===== src/ifd_defs.vh =====
// Field positions, register map and reset values for the instruction field decoder
`ifndef IFD_DEFS_VH
`define IFD_DEFS_VH

// Instruction fields as little-endian slices (word bit 0 here is big-endian bit 31)
`define IFD_OPCODE_HI     31
`define IFD_OPCODE_LO     26
`define IFD_OPER_HI       25
`define IFD_OPER_LO       1
`define IFD_RT_HI         25
`define IFD_RT_LO         21
`define IFD_RA_HI         20
`define IFD_RA_LO         16
`define IFD_RB_HI         15
`define IFD_RB_LO         11
`define IFD_RC_HI         10
`define IFD_RC_LO         6
`define IFD_BF_HI         25
`define IFD_BF_LO         23
`define IFD_LSEL_BIT      21
`define IFD_BD_HI         15
`define IFD_BD_LO         2
`define IFD_LI_HI         25
`define IFD_LI_LO         2
`define IFD_AA_BIT        1
`define IFD_LK_BIT        0
`define IFD_REC_BIT       0
`define IFD_OE_BIT        10
`define IFD_XO_HI         10
`define IFD_XO_LO         1
`define IFD_MB_HI         10
`define IFD_MB_LO         6
`define IFD_ME_HI         5
`define IFD_ME_LO         1
`define IFD_IMM_HI        15
`define IFD_IMM_LO        0

// Primary and extended opcodes that carry the compare length selector
`define IFD_OP_CMPLI      6'h0A
`define IFD_OP_CMPI       6'h0B
`define IFD_OP_EXT31      6'h1F
`define IFD_XO_CMP        10'h000
`define IFD_XO_CMPL       10'h020

// Register byte offsets
`define IFD_REG_CTRL      12'h000
`define IFD_REG_STATUS    12'h004
`define IFD_REG_COUNT     12'h008
`define IFD_REG_LAST      12'h00C

// Control bits
`define IFD_CTRL_EN_BIT   0
`define IFD_CTRL_CLRX_BIT 1
`define IFD_CTRL_RESET    2'h1

// Status bits
`define IFD_ST_OV_BIT     0
`define IFD_ST_SO_BIT     1
`define IFD_ST_TRAP_BIT   2
`define IFD_ST_RSV_BIT    3

`endif


===== src/ifd_decoder.v =====
// Instruction field decoder with APB status and control registers
// Overview of operation
// - Opcode taken from big-endian bits zero to five
// - Bits six to thirty are operands, extended opcode
// - Absolute flag picks direct or PC-relative target
// - Conditional branch displacement is fourteen bits
// - Compare destination selects one of eight fields
// - Load/store displacement sign-extended from sixteen bits
// - Fourteen-bit effective-address displacement extracted
// - Branch immediate 24 bits, two zeros, sign-extended
// - Link flag writes next address to link
// - Mask begin and end give bit positions
// - Byte count field gives string transfer length
// - Overflow enable lets overflow update exception bits
// - Compare immediate sign-extended from sixteen bits
// - Unsigned immediate zero-extended, no sign extension
// - Trap mask ANDed with compares; any bit traps
// - Record bit decides condition register update
// - Condition bit fields: two sources, one target
// - Register index fields name sources and destination
// - Floating indices: three sources, target, store source
`timescale 1ns/1ps
`include "ifd_defs.vh"
`default_nettype none

module ifd_decoder #(
  parameter integer CNT_W = 32
) (
  input  wire        mclk,
  input  wire        sys_rst,
  input  wire        psel,
  input  wire        penable,
  input  wire        pwrite,
  input  wire [11:0] paddr,
  input  wire [31:0] pwdata,
  output reg  [31:0] prdata,
  output reg         pready,
  output reg         pslverr,
  input  wire        fetch_valid,
  input  wire [31:0] fetch_instr,
  input  wire [31:0] fetch_pc,
  input  wire        exe_result_valid,
  input  wire [31:0] exe_result,
  input  wire        exe_overflow,
  input  wire [4:0]  exe_trap_cmp,
  output reg         dec_valid_ff,
  output reg  [5:0]  opcode_ff,
  output reg  [9:0]  ext_opcode_ff,
  output reg  [4:0]  gpr_dest_ff,
  output reg  [4:0]  gpr_store_src_ff,
  output reg  [4:0]  gpr_src_a_ff,
  output reg  [4:0]  gpr_src_b_ff,
  output reg  [4:0]  fpr_dest_ff,
  output reg  [4:0]  fpr_store_src_ff,
  output reg  [4:0]  fpr_src_a_ff,
  output reg  [4:0]  fpr_src_b_ff,
  output reg  [4:0]  fpr_src_c_ff,
  output reg  [2:0]  cr_field_dest_ff,
  output reg  [4:0]  cr_dest_bit_ff,
  output reg  [4:0]  cr_src_bit_a_ff,
  output reg  [4:0]  cr_src_bit_b_ff,
  output reg  [31:0] disp_imm_ff,
  output reg  [31:0] compare_imm_ff,
  output reg  [31:0] unsigned_imm_ff,
  output reg  [31:0] ea_disp_ff,
  output reg  [31:0] cond_branch_disp_ff,
  output reg  [31:0] cond_branch_target_ff,
  output reg  [31:0] branch_target_ff,
  output reg         absolute_addr_flag_ff,
  output reg         link_flag_ff,
  output reg         link_wr_ff,
  output reg  [31:0] link_addr_ff,
  output reg  [4:0]  mask_begin_ff,
  output reg  [4:0]  mask_end_bit_ff,
  output reg  [5:0]  string_byte_count_ff,
  output reg         ovf_enable_ff,
  output reg  [4:0]  trap_condition_mask_ff,
  output reg         record_ff,
  output reg         rsv_nonzero_ff,
  output reg         cr_wr_ff,
  output reg  [3:0]  cr0_ff,
  output reg         xer_ov_ff,
  output reg         xer_so_ff,
  output reg         trap_ff
);

  // Sign extension helpers shared by several immediates
  function [31:0] sext16;
    input [15:0] v;
    begin
      sext16 = {{16{v[15]}}, v};
    end
  endfunction

  function [31:0] sext14w;
    input [13:0] v;
    begin
      sext14w = {{16{v[13]}}, v, 2'b00};
    end
  endfunction

  // Compare forms are the only words that carry the length selector
  function is_cmp_form;
    input [5:0] op;
    input [9:0] xo;
    begin
      is_cmp_form = (op == `IFD_OP_CMPI) | (op == `IFD_OP_CMPLI) |
                    ((op == `IFD_OP_EXT31) &
                     ((xo == `IFD_XO_CMP) | (xo == `IFD_XO_CMPL)));
    end
  endfunction

  reg  [1:0]       ctrl_ff;
  reg  [3:0]       status_ff;
  reg  [CNT_W-1:0] count_ff;
  reg  [31:0]      last_instr_ff;
  reg  [1:0]       nxt_ctrl;
  reg  [3:0]       nxt_status;
  reg  [31:0]      nxt_rdata;
  reg              nxt_slverr;
  reg  [31:0]      nxt_cond_target;
  reg  [31:0]      nxt_branch_target;
  reg  [31:0]      nxt_link_addr;

  wire        take     = fetch_valid & ctrl_ff[`IFD_CTRL_EN_BIT];
  wire [5:0]  f_op     = fetch_instr[`IFD_OPCODE_HI:`IFD_OPCODE_LO];
  wire [9:0]  f_xo     = fetch_instr[`IFD_XO_HI:`IFD_XO_LO];
  wire [4:0]  f_rt     = fetch_instr[`IFD_RT_HI:`IFD_RT_LO];
  wire [4:0]  f_ra     = fetch_instr[`IFD_RA_HI:`IFD_RA_LO];
  wire [4:0]  f_rb     = fetch_instr[`IFD_RB_HI:`IFD_RB_LO];
  wire [4:0]  f_rc     = fetch_instr[`IFD_RC_HI:`IFD_RC_LO];
  wire [15:0] f_imm    = fetch_instr[`IFD_IMM_HI:`IFD_IMM_LO];
  wire [13:0] f_bd     = fetch_instr[`IFD_BD_HI:`IFD_BD_LO];
  wire [23:0] f_li     = fetch_instr[`IFD_LI_HI:`IFD_LI_LO];
  wire        f_aa     = fetch_instr[`IFD_AA_BIT];
  wire        f_lk     = fetch_instr[`IFD_LK_BIT];
  wire [31:0] li_ext   = {{6{f_li[23]}}, f_li, 2'b00};
  wire [31:0] bd_ext   = sext14w(f_bd);

  // Only compare forms carry the length selector; anything else would false-flag
  wire        has_lsel = is_cmp_form(f_op, f_xo);
  wire        lsel_bad = has_lsel & fetch_instr[`IFD_LSEL_BIT];

  wire        apb_acc  = psel & penable & ~pready;
  wire        apb_wr   = apb_acc & pwrite;
  wire        sel_ctrl = paddr == `IFD_REG_CTRL;
  wire        sel_stat = paddr == `IFD_REG_STATUS;
  wire        sel_cnt  = paddr == `IFD_REG_COUNT;
  wire        sel_last = paddr == `IFD_REG_LAST;
  wire        mapped   = sel_ctrl | sel_stat | sel_cnt | sel_last;
  wire        clr_xer  = apb_wr & sel_ctrl & pwdata[`IFD_CTRL_CLRX_BIT];

  // Condition register field 0 follows the result sign and summary overflow
  wire        res_lt   = exe_result[31];
  wire        res_eq   = exe_result == 32'h0000_0000;
  wire        ov_event = exe_result_valid & ovf_enable_ff & exe_overflow;
  wire        trap_hit = |(trap_condition_mask_ff & exe_trap_cmp);

  // Branch targets: the absolute flag bypasses the adder
  always @* begin
    nxt_link_addr = fetch_pc + 32'h0000_0004;
    if (f_aa) begin
      nxt_cond_target   = bd_ext;
      nxt_branch_target = li_ext;
    end else begin
      nxt_cond_target   = fetch_pc + bd_ext;
      nxt_branch_target = fetch_pc + li_ext;
    end
  end

  // Decode stage: every field registered in the cycle after the fetch word
  always @(posedge mclk) begin
    if (sys_rst) begin
      dec_valid_ff          <= 1'b0;
      opcode_ff             <= 6'h00;
      ext_opcode_ff         <= 10'h000;
      gpr_dest_ff           <= 5'h00;
      gpr_store_src_ff      <= 5'h00;
      gpr_src_a_ff          <= 5'h00;
      gpr_src_b_ff          <= 5'h00;
      fpr_dest_ff           <= 5'h00;
      fpr_store_src_ff      <= 5'h00;
      fpr_src_a_ff          <= 5'h00;
      fpr_src_b_ff          <= 5'h00;
      fpr_src_c_ff          <= 5'h00;
      cr_field_dest_ff      <= 3'h0;
      cr_dest_bit_ff        <= 5'h00;
      cr_src_bit_a_ff       <= 5'h00;
      cr_src_bit_b_ff       <= 5'h00;
      disp_imm_ff           <= 32'h0000_0000;
      compare_imm_ff        <= 32'h0000_0000;
      unsigned_imm_ff       <= 32'h0000_0000;
      ea_disp_ff            <= 32'h0000_0000;
      cond_branch_disp_ff   <= 32'h0000_0000;
      cond_branch_target_ff <= 32'h0000_0000;
      branch_target_ff      <= 32'h0000_0000;
      absolute_addr_flag_ff <= 1'b0;
      link_flag_ff          <= 1'b0;
      link_wr_ff            <= 1'b0;
      link_addr_ff          <= 32'h0000_0000;
      mask_begin_ff         <= 5'h00;
      mask_end_bit_ff       <= 5'h00;
      string_byte_count_ff  <= 6'h00;
      ovf_enable_ff         <= 1'b0;
      trap_condition_mask_ff <= 5'h00;
      record_ff             <= 1'b0;
      rsv_nonzero_ff        <= 1'b0;
    end else begin
      dec_valid_ff <= take;
      link_wr_ff   <= take & f_lk;
      if (take) begin
        opcode_ff        <= f_op;
        ext_opcode_ff    <= f_xo;
        gpr_dest_ff      <= f_rt;
        gpr_store_src_ff <= f_rt;
        gpr_src_a_ff     <= f_ra;
        gpr_src_b_ff     <= f_rb;
        fpr_dest_ff      <= f_rt;
        fpr_store_src_ff <= f_rt;
        fpr_src_a_ff     <= f_ra;
        fpr_src_b_ff     <= f_rb;
        fpr_src_c_ff     <= f_rc;
        cr_field_dest_ff <= fetch_instr[`IFD_BF_HI:`IFD_BF_LO];
        cr_dest_bit_ff   <= f_rt;
        cr_src_bit_a_ff  <= f_ra;
        cr_src_bit_b_ff  <= f_rb;
        disp_imm_ff      <= sext16(f_imm);
        compare_imm_ff   <= sext16(f_imm);
        unsigned_imm_ff  <= {16'h0000, f_imm};
        ea_disp_ff       <= bd_ext;
        cond_branch_disp_ff <= bd_ext;
        cond_branch_target_ff <= nxt_cond_target;
        branch_target_ff      <= nxt_branch_target;
        absolute_addr_flag_ff <= f_aa;
        link_flag_ff     <= f_lk;
        link_addr_ff     <= nxt_link_addr;
        mask_begin_ff    <= fetch_instr[`IFD_MB_HI:`IFD_MB_LO];
        mask_end_bit_ff  <= fetch_instr[`IFD_ME_HI:`IFD_ME_LO];
        // A zero count moves a full 32 bytes
        string_byte_count_ff <= (f_rb == 5'h00) ? 6'h20 : {1'b0, f_rb};
        ovf_enable_ff    <= fetch_instr[`IFD_OE_BIT];
        trap_condition_mask_ff <= f_rt;
        record_ff        <= fetch_instr[`IFD_REC_BIT];
        rsv_nonzero_ff   <= lsel_bad;
      end
    end
  end

  // Execute-side effects steered by the decoded qualifiers
  always @(posedge mclk) begin
    if (sys_rst) begin
      cr_wr_ff  <= 1'b0;
      cr0_ff    <= 4'h0;
      xer_ov_ff <= 1'b0;
      xer_so_ff <= 1'b0;
      trap_ff   <= 1'b0;
    end else begin
      cr_wr_ff <= exe_result_valid & record_ff;
      if (exe_result_valid & record_ff) begin
        cr0_ff <= {res_lt, ~res_lt & ~res_eq, res_eq, xer_so_ff | ov_event};
      end
      // Overflow wins over a software clear in the same cycle
      if (ov_event) begin
        xer_ov_ff <= 1'b1;
      end else if (clr_xer | (exe_result_valid & ovf_enable_ff)) begin
        xer_ov_ff <= 1'b0;
      end
      // Summary bit survives clean results, only software clears it
      if (ov_event) begin
        xer_so_ff <= 1'b1;
      end else if (clr_xer) begin
        xer_so_ff <= 1'b0;
      end
      trap_ff <= exe_result_valid & trap_hit;
    end
  end

  // Sticky status: hardware set beats write-one-to-clear
  always @* begin
    nxt_status = status_ff;
    if (apb_wr & sel_stat) begin
      nxt_status = status_ff & ~pwdata[3:0];
    end
    if (ov_event) begin
      nxt_status[`IFD_ST_OV_BIT] = 1'b1;
    end
    nxt_status[`IFD_ST_SO_BIT] = xer_so_ff | ov_event;
    if (exe_result_valid & trap_hit) begin
      nxt_status[`IFD_ST_TRAP_BIT] = 1'b1;
    end
    if (take & lsel_bad) begin
      nxt_status[`IFD_ST_RSV_BIT] = 1'b1;
    end
  end

  always @* begin
    nxt_ctrl = ctrl_ff;
    if (apb_wr & sel_ctrl) begin
      nxt_ctrl = {1'b0, pwdata[`IFD_CTRL_EN_BIT]};
    end
  end

  always @* begin
    nxt_rdata  = 32'h0000_0000;
    nxt_slverr = ~mapped;
    if (sel_ctrl) begin
      nxt_rdata = {30'h0, ctrl_ff};
    end else if (sel_stat) begin
      nxt_rdata = {28'h000_0000, status_ff};
    end else if (sel_cnt) begin
      nxt_rdata[CNT_W-1:0] = count_ff;
    end else if (sel_last) begin
      nxt_rdata = last_instr_ff;
    end
  end

  // APB slave: one wait state, so pready and read data leave flip-flops
  always @(posedge mclk) begin
    if (sys_rst) begin
      ctrl_ff       <= `IFD_CTRL_RESET;
      status_ff     <= 4'h0;
      count_ff      <= {CNT_W{1'b0}};
      last_instr_ff <= 32'h0000_0000;
      pready        <= 1'b0;
      prdata        <= 32'h0000_0000;
      pslverr       <= 1'b0;
    end else begin
      ctrl_ff   <= nxt_ctrl;
      status_ff <= nxt_status;
      if (take) begin
        count_ff      <= count_ff + {{(CNT_W-1){1'b0}}, 1'b1};
        last_instr_ff <= fetch_instr;
      end
      pready  <= apb_acc;
      pslverr <= apb_acc & nxt_slverr;
      if (apb_acc & ~pwrite) begin
        prdata <= nxt_rdata;
      end else begin
        prdata <= 32'h0000_0000;
      end
    end
  end

endmodule // ifd_decoder

`default_nettype wire


===== config.mk =====
export PLATFORM = sky130hd
export DESIGN_NAME = ifd_decoder
export DESIGN_NICKNAME = d
export VERILOG_FILES = /design/src/ifd_decoder.v
export VERILOG_INCLUDE_DIRS = /design/src /design/src/src
export SDC_FILE = /design/constraint.sdc
export NUM_CORES = 1
export LEC_CHECK = 0
export ABC_AREA = 1
export BUFFER_PORTS_ARGS = -buffer_cell sky130_fd_sc_hd__buf_2
export CAP_MARGIN = 10
export CORE_AREA = 5 5 213 215
export DETAILED_ROUTE_END_ITERATION = 8
export DIE_AREA = 0 0 218 220
export GPL_ROUTABILITY_DRIVEN = 0
export GPL_TIMING_DRIVEN = 0
export PLACE_DENSITY = 0.66
export REMOVE_ABC_BUFFERS = 1
export SYNTH_ARGS = -nofsm -noshare
export SYNTH_HDL_FRONTEND = slang
export SYNTH_SLANG_ARGS = --single-unit

===== constraint.sdc =====
create_clock -name mclk -period 1.8 [get_ports mclk]
set_input_delay 0.27 -clock mclk [delete_from_list [all_inputs] [get_ports mclk]]
set_output_delay 0.27 -clock mclk [all_outputs]
set_load 0.005 [all_outputs]

### Yosys cells after proc, flatten, opt, wreduce, memory -nomap -nowiden

Cells that the tools add are included.

* output and inout port bits: 405
* input bits: 153
* register bits after elaboration: 309

* multiplexer cells: 15
* reduce and logical (&&, ||, !) cells: 13
* equal/unequal tests: 7
* bitwise gates (word level): 35
* add/subtract/negate cells: 4

Operators by type and width (count)
* $mux W32: 4
* $add A32 B32 Y32: 2
* $add A32 B1 Y32 const B: 1
* $add A32 B3 Y32 const B: 1
* $logic_not A32 Y1: 1
* $eq A12 B4 Y1 const B: 2
* $and A1 B1 Y1: 18
* $eq A12 B3 Y1 const B: 1
* $eq A6 B4 Y1 const B: 2
* $logic_not A12 Y1: 1
* $eq A10 B6 Y1 const B: 1
* $logic_not A10 Y1: 1
* $reduce_bool A2 Y1: 5
* $mux W1: 8
* $mux W4: 2
* $or A1 B1 Y1: 8
* $eq A6 B5 Y1 const B: 1
* $mux W6: 1
* $not A1 Y1: 6
* $and A5 B5 Y5: 1
* $logic_not A5 Y1: 1
* $reduce_or A5 Y1: 1
* $and A4 B4 Y4: 1
* $not A4 Y4: 1
* 3 further kinds: 3

### Depth between registers and ports, before layout

* word-level depth: 8
* gate-level depth with buffers: 13

### Least setup slack after synthesis

No wires, ideal clock.

* kind: flip-flop to output port
* start point: register last_instr_ff[15] (netlist name)
* end point: output port compare_imm_ff[16]
* path slack: -0.235 ns
* cell stages (with the launch flop): 2
* buffers on the path: 1
* arrival: 1.765 ns
* cell sequence: dfxtp_1 buf_4

RTL lines
* end, declared: RTL line ifd_decoder.v:63 `output reg [31:0] compare_imm_ff,`

### Final worst setup path

* start point: input port fetch_instr[11]
* end point: register cond_branch_target_ff[14]

* cells in the longest elaborated chain, start to end: 2

Ends and longest elaborated chain
* start, declared: RTL line ifd_decoder.v:40 `input wire [31:0] fetch_instr,`
* $add A32 B32 Y32: RTL line ifd_decoder.v:166 `nxt_cond_target = fetch_pc + bd_ext;`
* $mux W32: RTL line ifd_decoder.v:162 `if (f_aa) begin`
* end signal, assigned: RTL line ifd_decoder.v:232 `cond_branch_target_ff <= nxt_cond_target;`
* end, declared: RTL line ifd_decoder.v:67 `output reg [31:0] cond_branch_target_ff,`

Every way passes these cells.
A chain may end at the register's enable or synchronous reset.

==> qor.yml <==
finalPower_mw: 11.9
hold_ws_ns: 0.0352
cts.path.max_buffers: 2
crit_arrival_ns: 2.15
seqPwrFrac_pct: 40.9
clock_latency_ns: 0.46
r2r_end: "count_ff[30]$_SDFFE_PP0P_"
worstPathRequired_ns: 2.20
reg2reg_slack_ns: 0.13
yosys_warnings: 0
yosysTopAreaCell: "dfxtp_1"
root_buffer: "clkbuf_16"
die_h_um: 220
critical-path-slowest-cell: "ha_1"
h-tree-depth: 4
netlist_instances: 2224
worstHoldPathType: "primary input to flip-flop"
switching_share_pct: 34.7
ys_types: 51
firstDrtPassIters: 7
fmax_mhz: 573
antenna_found_initial: 5
worstRegToRegCells: 8
final_common_cell: "nand2_1"
viasPerCell: 4.75
dp_hpwl_mm: 43.9
critical_path.top_delay_family: "simple AND/OR/NAND/NOR gates"
port_buffers: 509
seqCellArea_mm2: 0.00401
crit_type: "primary input to flip-flop"
postSynthAreaPerCell_um2: 6.39
fin_crit_sh_pct: 97.0
endpoint_kind: "flip-flop"
die_x_um: 218
power_density_mw_per_mm2: 715
multi_input_area_mm2: 0.00738
yosys-top-cells-area: "dfxtp_1, nand2_1, buf_4"
drv_cap: 0
seq_area_frac_synth_pct: 28.2
mostFrequentLayoutCells: "nand2_1, buf_2, inv_1"
slew_viol_final: 0
cts_tree: "built"
synth_top_area_share_pct: 28.2
setup.worst_path.start: "fetch_instr[11]"
area_delta_synth_final_pct: 17.4
outcome: "completed"
leakagePower_nw: 8.88
grt_usage_pct: 22.2
drt_iter0_markers: 1011
syn_area_mm2: 0.0142
gr-total-overflow: 0
drc: 0
grt_max_degree: 74
synth-edff-count: 0
coreArea_mm2: 0.0435
vias: 14700
yosys_register_bits: 200
antenna_left: 0
p_switching_mw: 4.14
critPathMaxFanout: 4
start_util_pct: 32.6
setup_viol: 0
p_clk_share_pct: 34.4
fp.dieArea_mm2: 0.0480
synth_flop_cell: "dfxtp_1"
min_from: "pwdata[0]"
fin_skew_ns: 0.0112
holdPathStages: 3
peakVddDrop_uv: 526
rr_startpoint: "ctrl_ff[0]$_SDFFE_PP1N_"
holdBufCountCts: 0
fin_crit_ns: 1.75
fillers: 4765
cts.clk_slew.worst_paths_ns: 0.08
path_buf_inv: 2
drive_gt1_share_pct: 25.7
finalHoldViolCount: 0
path_cells: "buf_2 > ha_1 > nand2_1 > inv_1 > nand2_1 > nor2_1 > nand2_1 > nand3_2 > xor2_1 > o21ai_1 > a21oi_1"
wire_per_inst_um: 18.5
clkSinkCount: 200
cpPeakStageDelay_ns: 0.40
cts_buffers: 17
grt_pass1_wl_mm: 80.1
critPathMostFrequentCell: "nand2_1"
tightest_slew_ns: 0.776
rows: 77
startpoint_type: "primary input"
wirelength_mm: 57.4
intPower_mw: 7.80
synth-async-reset-ratio_pct: 0
rsz0062_at_grt: "yes"
relSlewSlack_pct: 48.1
grt_pass1_vias: 12900
ios: 558
p_comb_share_pct: 24.7
fin_nets: 2694
hold_end: "ctrl_ff[0]$_SDFFE_PP1N_"
-- tightest hold or removal path, cell delays in order --
cell and delay, ns:
buf_2 0.09, nand2_1 0.05, nand3_1 0.07
-- per-layer routing --
| layer | wire length [um] | GRT usage, % |
|---|---|---|
| met1 | 23200 | 27.1 |
| met2 | 28700 | 39.7 |
| met3 | 3630 | 3.50 |
| met4 | 1850 | 7.54 |
| met5 | 26 | 0 |
-- cell type report --
type,instances,share of cell area (%)
diodes,2,0.0300
clock buffers,18,2.63
clock inverters,14,1.00
inverters,288,6.59
multi-input cells,1461,44.2
flip-flops and latches,200,24.0
well taps,592,4.44
repair buffers,524,17.0
repair inverters,2,0.0975
-- synthesized netlist by cell type (9+ instances only) --
cell      number
nor3_1        30
nand3b_1      12
xor2_1        24
nor4_1        16
nor2_1       189
buf_2         12
nand3_1      119
nand4_1       26
o21bai_1       9
nand2_1      616
clkbuf_1      28
inv_1        274
o21ai_0       77
dfxtp_1      200
a21oi_1      162
o211ai_1      17
ha_1          46
xnor2_1       16
buf_1         14
buf_4        242
o21ai_1       12
inv_2         14
-- how the worst max path moves through the flow --
stage                     cells past startpoint                                     end  slack [ns]
after floorplan                               5  cond_branch_target_ff[15]$_SDFFE_PP0P_       -1.84
after global placement                        5  cond_branch_target_ff[17]$_SDFFE_PP0P_       -5.21
after detailed placement                      8             rsv_nonzero_ff$_SDFFE_PP0P_       -0.94
after CTS                                    11       branch_target_ff[16]$_SDFFE_PP0P_      0.0009
after global routing                         13       branch_target_ff[31]$_SDFFE_PP0P_      -0.003
final                                        11  cond_branch_target_ff[14]$_SDFFE_PP0P_        0.05
-- power groups by stage --
stage / sequential [mW] / clock, mW / combinational [mW]
finish: 4.88 / 4.11 / 2.95
global route: 4.91 / 4.40 / 3.28
CTS: 4.88 / 4.22 / 2.90
detailed placement: 4.99 / 0 / 2.81
global placement: 5.00 / 0 / 2.76
floorplan: 5.01 / 0 / 1.35
-- flip-flops by register name, summed over array words and instances (netlist names), 2 cells and up --
name                    flops
trap_condition_mask_ff      2
string_byte_count_ff        6
branch_target_ff           16
count_ff                   32
opcode_ff                   6
link_addr_ff               32
cond_branch_target_ff      32
cr_src_bit_a_ff             4
status_ff                   4
cr0_ff                      4
cr_field_dest_ff            2
last_instr_ff               5
cr_src_bit_b_ff             4
prdata                     32
ext_opcode_ff               9
-- stage by stage --
step                      util, %  instances  worst slack, ns  instance area [um2]  TNS [ns]
final                        38.3       3101           0.0548                16700         0
after global routing         38.3       3099         -0.00314                16700  -0.00314
after CTS                    37.9       3096         0.000906                16500         0
after detailed placement     36.0       3052           -0.941                15700    -72.03
after global placement       35.7       3047            -5.21                15500   -709.09
after floorplan                 -       1946            -1.84                12200   -281.63
-- cell families (layout without fill, tap and decap cells) --
family,Yosys count,in the layout,share of synthesized area [%]
AND/OR/NAND/NOR,1055,1058,31.8
buffers and inverters,585,846,22.0
AO/OA/AOI/OAI,296,296,11.3
flip-flops,200,200,28.2
adder cells (fa/ha/maj),47,47,4.19
XOR/XNOR,40,40,2.46
other,1,22,0.0264
-- timing repair --
action / in CTS / in global routing
gates resized for setup: 22 / 32
pin swaps: 1 / 3
setup endpoints to repair: 164 / 25
cloned: 7 / 1
buffers inserted: 5 / 2
Power figures use the tool's default switching activity.
